$ cat config.mk
export PLATFORM = sky130hd
export DESIGN_NAME = lsf_status
export DESIGN_NICKNAME = d
export VERILOG_FILES = /design/src/lsf_status.v /design/src/lsf_idle_timer.v /design/src/lsf_irq.v
export VERILOG_INCLUDE_DIRS = /design/src
export SDC_FILE = /design/constraint.sdc
export NUM_CORES = 1
export LEC_CHECK = 0
export BUFFER_PORTS_ARGS = -buffer_cell sky130_fd_sc_hd__buf_2
export CELL_PAD_IN_SITES_DETAIL_PLACEMENT = 2
export CELL_PAD_IN_SITES_GLOBAL_PLACEMENT = 2
export CORE_MARGIN = 4
export CORE_UTILIZATION = 33
export CTS_BUF_LIST = sky130_fd_sc_hd__clkbuf_8
export DETAILED_ROUTE_END_ITERATION = 8
export GPL_ROUTABILITY_DRIVEN = 0
export PLACE_DENSITY = 0.75
export SLEW_MARGIN = 20
export SYNTH_ARGS = -nofsm -noshare
export SYNTH_HDL_FRONTEND = slang
export SYNTH_HIERARCHICAL = 1
export SYNTH_SLANG_ARGS = --single-unit
$ cat constraint.sdc
create_clock -name clk_i -period 2.21 [get_ports clk_i]
set_input_delay 0.442 -clock clk_i [delete_from_list [all_inputs] [get_ports clk_i]]
set_output_delay 0.442 -clock clk_i [all_outputs]
set_load 0.02 [all_outputs]
$ cat src/lsf_defines.vh
`ifndef LSF_DEFINES_VH
`define LSF_DEFINES_VH
// ****************************************************************
// Register map
// ****************************************************************
`define LSF_ADDR_W 4
`define LSF_ADDR_CTRL 4'h8
`define LSF_ADDR_STATUS 4'h9
`define LSF_ADDR_ERRDET 4'ha
`define LSF_ADDR_IRQ_STAT 4'h1
`define LSF_ADDR_IRQ_MASK 4'h2
`define LSF_STATUS_RESET 8'h00
// Status bit positions
`define LSF_B_ACTIVE 7
`define LSF_B_IDLE 6
`define LSF_B_ABORT 5
`define LSF_B_DATA_REQUEST_FLAG 4
`define LSF_B_INT 3
`define LSF_B_ERR 2
`define LSF_B_WAKE 1
`define LSF_B_DONE 0
// Control bit positions
`define LSF_C_STOP 7
`define LSF_C_CLRINT 3
`define LSF_C_CLRERR 2
// Idle timeout: 4 s at 50 MHz
`define LSF_IDLE_TIME_S 4
`define LSF_CLK_HZ 50000000
`define LSF_IDLE_CYCLES (`LSF_IDLE_TIME_S * `LSF_CLK_HZ)
`endif

$ cat src/lsf_status.v
// Our own choice: the plain strobed port.
`timescale 1ns/1ps
`default_nettype none
`include "lsf_defines.vh"
// ****************************************************************
// LIN status flag register bank
// ****************************************************************
module lsf_status #(
    parameter integer IDLE_CYCLES = `LSF_IDLE_CYCLES
) (
    input wire clk_i,
    input wire rst_i,
    // Register port
    input wire [3:0] addr_i,
    input wire [7:0] wdata_i,
    input wire wr_i,
    input wire rd_i,
    output reg [7:0] rdata_o,
    // Protocol engine events
    input wire slave_mode_i,
    input wire bus_active_i,
    input wire bus_asleep_i,
    input wire break_i,
    input wire xfer_start_i,
    input wire xfer_done_i,
    input wire id_rcvd_i,
    input wire id_clear_i,
    input wire int_event_i,
    input wire err_event_i,
    input wire [4:0] err_detail_i,
    input wire wake_tx_i,
    input wire wake_rx_i,
    input wire wake_clear_i,
    // Outputs
    output wire [7:0] lin_status_o,
    output reg stop_req_o,
    output wire irq_o
);
    reg idle_r, abort_r, data_request_flag_r, int_r, err_r, wake_r, done_r;
    reg busy_r;
    reg [4:0] errdet_r;
    wire idle_exp;
    wire ctrl_wr;
    wire clr_int;
    wire clr_err;
    wire stop_wr;
    wire [3:0] irq_stat;
    wire [3:0] irq_mask;

    assign ctrl_wr = wr_i && (addr_i == `LSF_ADDR_CTRL);
    assign clr_int = ctrl_wr && wdata_i[`LSF_C_CLRINT];
    assign clr_err = ctrl_wr && wdata_i[`LSF_C_CLRERR];
    assign stop_wr = ctrl_wr && wdata_i[`LSF_C_STOP];

    // Idle timer runs only in slave mode while awake
    lsf_idle_timer #(.IDLE_CYCLES(IDLE_CYCLES)) u_idle (
        .clk_i(clk_i),
        .rst_i(rst_i),
        .restart_i(bus_active_i),
        .enable_i(slave_mode_i && !bus_asleep_i),
        .expired_o(idle_exp)
    );

    // ************************************************************
    // Flags
    // ************************************************************
    always @(posedge clk_i or posedge rst_i) begin
        if (rst_i) begin
            idle_r <= 1'b0;
            abort_r <= 1'b0;
            data_request_flag_r <= 1'b0;
            int_r <= 1'b0;
            err_r <= 1'b0;
            wake_r <= 1'b0;
            done_r <= 1'b0;
            busy_r <= 1'b0;
            errdet_r <= 5'h00;
            stop_req_o <= 1'b0;
        end else begin
            idle_r <= slave_mode_i && idle_exp && !bus_asleep_i;
            stop_req_o <= slave_mode_i && stop_wr;
            // Abort: early break or stop in slave mode, clean break clears
            if (slave_mode_i && ((break_i && busy_r) || stop_wr)) begin
                abort_r <= 1'b1;
            end else if (break_i && !busy_r) begin
                abort_r <= 1'b0;
            end
            // Identifier received flag
            if (!slave_mode_i) begin
                data_request_flag_r <= 1'b0;
            end else if (id_rcvd_i) begin
                data_request_flag_r <= 1'b1;
            end else if (id_clear_i) begin
                data_request_flag_r <= 1'b0;
            end
            // Set wins over clear for pending and error
            int_r <= int_event_i | (int_r & ~clr_int);
            err_r <= err_event_i | (err_r & ~clr_err);
            errdet_r <= err_detail_i | (errdet_r & {5{~clr_err}});
            // Wakeup: held after receive until cleared
            if (wake_rx_i) begin
                wake_r <= 1'b1;
            end else if (wake_clear_i) begin
                wake_r <= 1'b0;
            end
            // Transfer tracking and completion
            if (xfer_start_i) begin
                done_r <= 1'b0;
                busy_r <= 1'b1;
            end else if (xfer_done_i) begin
                done_r <= 1'b1;
                busy_r <= 1'b0;
            end
        end
    end

    // Status image, all read-only
    assign lin_status_o = {bus_active_i, idle_r, abort_r, data_request_flag_r,
                           int_r, err_r, wake_r | wake_tx_i, done_r};

    // Interrupt events: done, error, idle, early break (break while busy; stop does not raise it)
    lsf_irq #(.W(4)) u_irq (
        .clk_i(clk_i),
        .rst_i(rst_i),
        .event_i({xfer_done_i, err_event_i, idle_exp & ~idle_r, break_i & busy_r}),
        .clear_i((wr_i && addr_i == `LSF_ADDR_IRQ_STAT) ? wdata_i[3:0] : 4'h0),
        .mask_we_i(wr_i && addr_i == `LSF_ADDR_IRQ_MASK),
        .mask_i(wdata_i[3:0]),
        .stat_o(irq_stat),
        .mask_o(irq_mask),
        .irq_o(irq_o)
    );

    // Read data one cycle later; reads change nothing
    always @(posedge clk_i or posedge rst_i) begin
        if (rst_i) begin
            rdata_o <= 8'h00;
        end else if (rd_i) begin
            case (addr_i)
                `LSF_ADDR_STATUS: rdata_o <= lin_status_o;
                `LSF_ADDR_ERRDET: rdata_o <= {3'h0, errdet_r};
                `LSF_ADDR_CTRL: rdata_o <= 8'h00;
                `LSF_ADDR_IRQ_STAT: rdata_o <= {4'h0, irq_stat};
                `LSF_ADDR_IRQ_MASK: rdata_o <= {4'h0, irq_mask};
                default: rdata_o <= 8'h00;
            endcase
        end else begin
            rdata_o <= 8'h00;
        end
    end
endmodule // lsf_status
`default_nettype wire

$ cat src/lsf_idle_timer.v
`timescale 1ns/1ps
`default_nettype none
`include "lsf_defines.vh"
// ****************************************************************
// Bus idle timer
// ****************************************************************
module lsf_idle_timer #(
    parameter integer IDLE_CYCLES = `LSF_IDLE_CYCLES
) (
    input wire clk_i,
    input wire rst_i,
    input wire restart_i,
    input wire enable_i,
    output reg expired_o
);
    reg [31:0] cnt_r;
    // Count idle cycles, restart on any activity
    always @(posedge clk_i or posedge rst_i) begin
        if (rst_i) begin
            cnt_r <= 32'h0;
            expired_o <= 1'b0;
        end else if (restart_i || !enable_i) begin
            cnt_r <= 32'h0;
            expired_o <= 1'b0;
        end else if (cnt_r >= IDLE_CYCLES - 1) begin
            expired_o <= 1'b1;
        end else begin
            cnt_r <= cnt_r + 32'h1;
        end
    end
endmodule // lsf_idle_timer
`default_nettype wire

$ cat src/lsf_irq.v
`timescale 1ns/1ps
`default_nettype none
// ****************************************************************
// Sticky interrupt status with mask
// ****************************************************************
module lsf_irq #(
    parameter integer W = 4
) (
    input wire clk_i,
    input wire rst_i,
    input wire [W-1:0] event_i,
    input wire [W-1:0] clear_i,
    input wire mask_we_i,
    input wire [W-1:0] mask_i,
    output reg [W-1:0] stat_o,
    output reg [W-1:0] mask_o,
    output wire irq_o
);
    // Set wins over a clear in the same cycle
    always @(posedge clk_i or posedge rst_i) begin
        if (rst_i) begin
            stat_o <= {W{1'b0}};
            mask_o <= {W{1'b0}};
        end else begin
            stat_o <= (stat_o & ~clear_i) | event_i;
            if (mask_we_i) begin
                mask_o <= mask_i;
            end
        end
    end
    assign irq_o = |(stat_o & mask_o);
endmodule // lsf_irq
`default_nettype wire

==> results.cfg <==
[worst_setup_path]
reg2reg_depth = 5
worstSetupEndpoint = u_idle/cnt_r[10]$_DFFE_PP0P_
cp-startpoint = u_idle/cnt_r[11]$_DFFE_PP0P_
timing.critical_path.buf_inv = 0
r2r-start = u_idle/cnt_r[11]$_DFFE_PP0P_
required_ns = 2.49
start_kind = register
crit_path_cell_trace = or4_4, a311o_1, a211o_4, or4_1, a21oi_1
ff2ff_setup_slack_ns = -0.26
rr_endpoint = u_idle/cnt_r[10]$_DFFE_PP0P_
cpPeakStageDelay_ns = 0.55
cp_top_family = simple AND/OR/NAND/NOR gates
cp-end-kind = register
cp_slowest_cell = or4_4
path_depth = 5
arrival_ns = 2.74
crit_fanout = 6
worstSetupPathType = reg2reg

[power_and_ir_drop]
combPwrFrac_pct = 7.9
internal_power_mw = 1.91
p_total_mw = 2.58
leakage_nw = 1.87
clkPwrFrac_pct = 45.4
seq_power_share_pct = 46.7
p_per_area_mw_per_mm2 = 621
switching_share_pct = 26.0
ir_worst_vdd_mv = 0.332
p_sw_uw = 672

[routing]
via_count = 2813
drt-wirelength-per-cell_um = 19.6
ant_nets = 0
drt-initial-drc-count = 124
routed_wirelength_um = 10500
via_per_inst = 5.25
drc = 0
first_pass_iters = 5

[logic_synthesis]
yosysTopAreaCell = dfrtp_1
yosysTopAreaCellShare_pct = 50.0
synthFlopType = dfrtp_1
synth.net_count = 348
ys_seq_area_share_pct = 50.0
synth.most_common_cell = dfrtp_1
syn_inst = 313
synth_warnings = 6
async_reset_ff_share_pct = 100
ys_top_cells_by_count = dfrtp_1 (63), a21oi_1 (24), nor2_1 (21)
syn_avg_cell_area_um2 = 10.1
synth_top_family_by_area = simple AND/OR/NAND/NOR gates
synth_edf_count = 0
ys_types = 56
synth_seq_cells = 63
yosys-top-cells-area = dfrtp_1 (50%), a21oi_1 (3.8%), a21o_1 (3.1%), nor2_1 (2.5%), nand2_1 (2.3%)
muxShareOfSynthArea_pct = 2.10
netlist_area_mm2 = 0.00315
synth_xor_area_share_pct = 0.834
yosys.area_share.adder_pct = 0.397
synth_compound_area_share_pct = 17.1
yosys.area_share.simple_pct = 24.4

[min_path]
hold_path_class = in2async

[layout]
synthToLayoutAreaGrowth_pct = 32.0
antenna_cells_inserted = 0
final_core_util_pct = 44.8
num-nets-final = 437
stdcell_area_mm2 = 0.00416
drive_above_1_share_pct = 34.6

[sta]
rsz0062_at_grt = true
max_freq_ghz = 0.406
maxSlewHeadroom_pct = 61.6
setup_viol = 23
fin_worst_skew_ns = 0.00871
fin_setup_tns_ns = -3.32
finalHoldViolations = 0
post-route-min-period_ns = 2.47
worst_pin_slew_ns = 0.571
whs_ns = 0.0797
period_share_pct = 112
fin_ws_ns = -0.256
slew_viol_final = 0

[die]
fp.dieW_um = 106
core_mm2 = 0.00928
pin_count = 52
dieArea_mm2 = 0.0112
initial_core_util_pct = 33.9
die_y_um = 106
rows = 35

[placed_design]
port_buffers = 48
place_area_mm2 = 0.00374
hpwl_um = 7130

[grt]
grt_pass1_wl_um = 17000
antenna_found_initial = 0
grt_overflow = 0
grt_pass1_vias = 3203
grt_max_degree = 34
track_usage_pct = 19.3

[flow_run]
maxCapViolCount = 0

[outcome]
status = complete, but fails checks
violations = negative setup slack

[clocking]
htreeDepth = 3
clock_sinks = 63
clkTransAtPathRegs_ns = 0.08
numCtsBuffers = 9
cts_tree = yes
worstSkewPairLatency_ns = 0.35
hold_buffers = 0
clock_path_buffers = 2
ctsRootBufferMaster = clkbuf_8
-- per-stage QoR --
step | setup slack, ns | cells
CTS | -0.131 | 532
finish | -0.256 | 536
global placement | -0.176 | 509
detailed placement | -0.237 | 509
floorplan | -0.115 | 313
global route | -0.293 | 536
-- state kept, by name, summed over array words and instances, names as in the netlist, 4 cells and up --
register      cells
u_idle/cnt_r     32
rdata_o           8
u_irq/stat_o      4
errdet_r          5
u_irq/mask_o      4
-- cells by family after synthesis --
kind of cell	count (synthesis)
AO/OA/AOI/OAI	82
XOR/XNOR	3
adder cells (fa/ha/maj)	1
buffers and inverters	33
flip-flops	63
multiplexers	6
AND/OR/NAND/NOR	125
-- power groups by stage --
stage          registers, mW  logic (mW)  clock network [mW]
2_1_floorplan           1.22       0.125                   0
3_3_place_gp            1.23       0.199                   0
3_5_place_dp            1.23       0.207                   0
4_1_cts                 1.21       0.210                1.20
5_1_grt                 1.21       0.229                1.26
6_report                1.21       0.205                1.17
-- layer usage --
metal / vias up / wire, um / global-route usage [%]
met5: - / 0 / 0
met4: 0 / 109 / 4.16
met3: 13 / 391 / 4.78
met2: 58 / 5520 / 34.8
met1: 1429 / 4480 / 23.2
li1: 1313 / - / -
-- repair_timing --
item,in CTS,in global routing
endpoints found under the setup margin,19,24
buffers inserted,5,5
resized for setup,10,15
pin swaps,3,7
gates cloned,2,0
-- worst min-delay path by stage --
| stage | to | slack (ns) | cells after the start |
|---|---|---|---|
| 5_1_grt | u_irq/stat_o[1]$_DFF_PP0_ | 0.1 | 2 |
| 3_5_place_dp | u_irq/stat_o[0]$_DFF_PP0_ | 0.46 | 2 |
| 6_report | u_irq/stat_o[0]$_DFF_PP0_ | 0.08 | 2 |
| 3_3_place_gp | u_irq/stat_o[1]$_DFF_PP0_ | 0.44 | 2 |
| 4_1_cts | u_irq/stat_o[0]$_DFF_PP0_ | 0.08 | 2 |
| 2_1_floorplan | u_irq/mask_o[0]$_DFFE_PP0P_ | 0.26 | 1 |
-- placed cells by master (no fill, tap or decap), drive strengths merged, types with 2 or more instances in the layout --
master,count
a21oi,24
clkbuf,9
inv,17
nor4,4
a41o,2
or4,7
o31ai,6
o21ai,15
buf,96
a211o,3
and3,7
nand4,7
nand2,19
a21o,13
nor4b,2
nor2b,7
xnor2,2
and2,12
nand3b,4
dfrtp,63
a2111oi,2
and3b,6
a22oi,6
and4,3
or3,11
nand2b,2
nor2,21
nor3,3
a31o,3
bufinv,2
nand3,8
mux2,5
a31oi,2
-- layout make-up --
class / instances / area, um2
Fill cell: 981 / 5120
Sequential cell: 63 / 1580
Multi-Input combinational cell: 218 / 1530
Timing Repair Buffer: 96 / 617
Tap cell: 129 / 161
Clock buffer: 9 / 124
Clock inverter: 7 / 103
Inverter: 14 / 52.6
No activity file was read; power rests on OpenSTA's default activity.
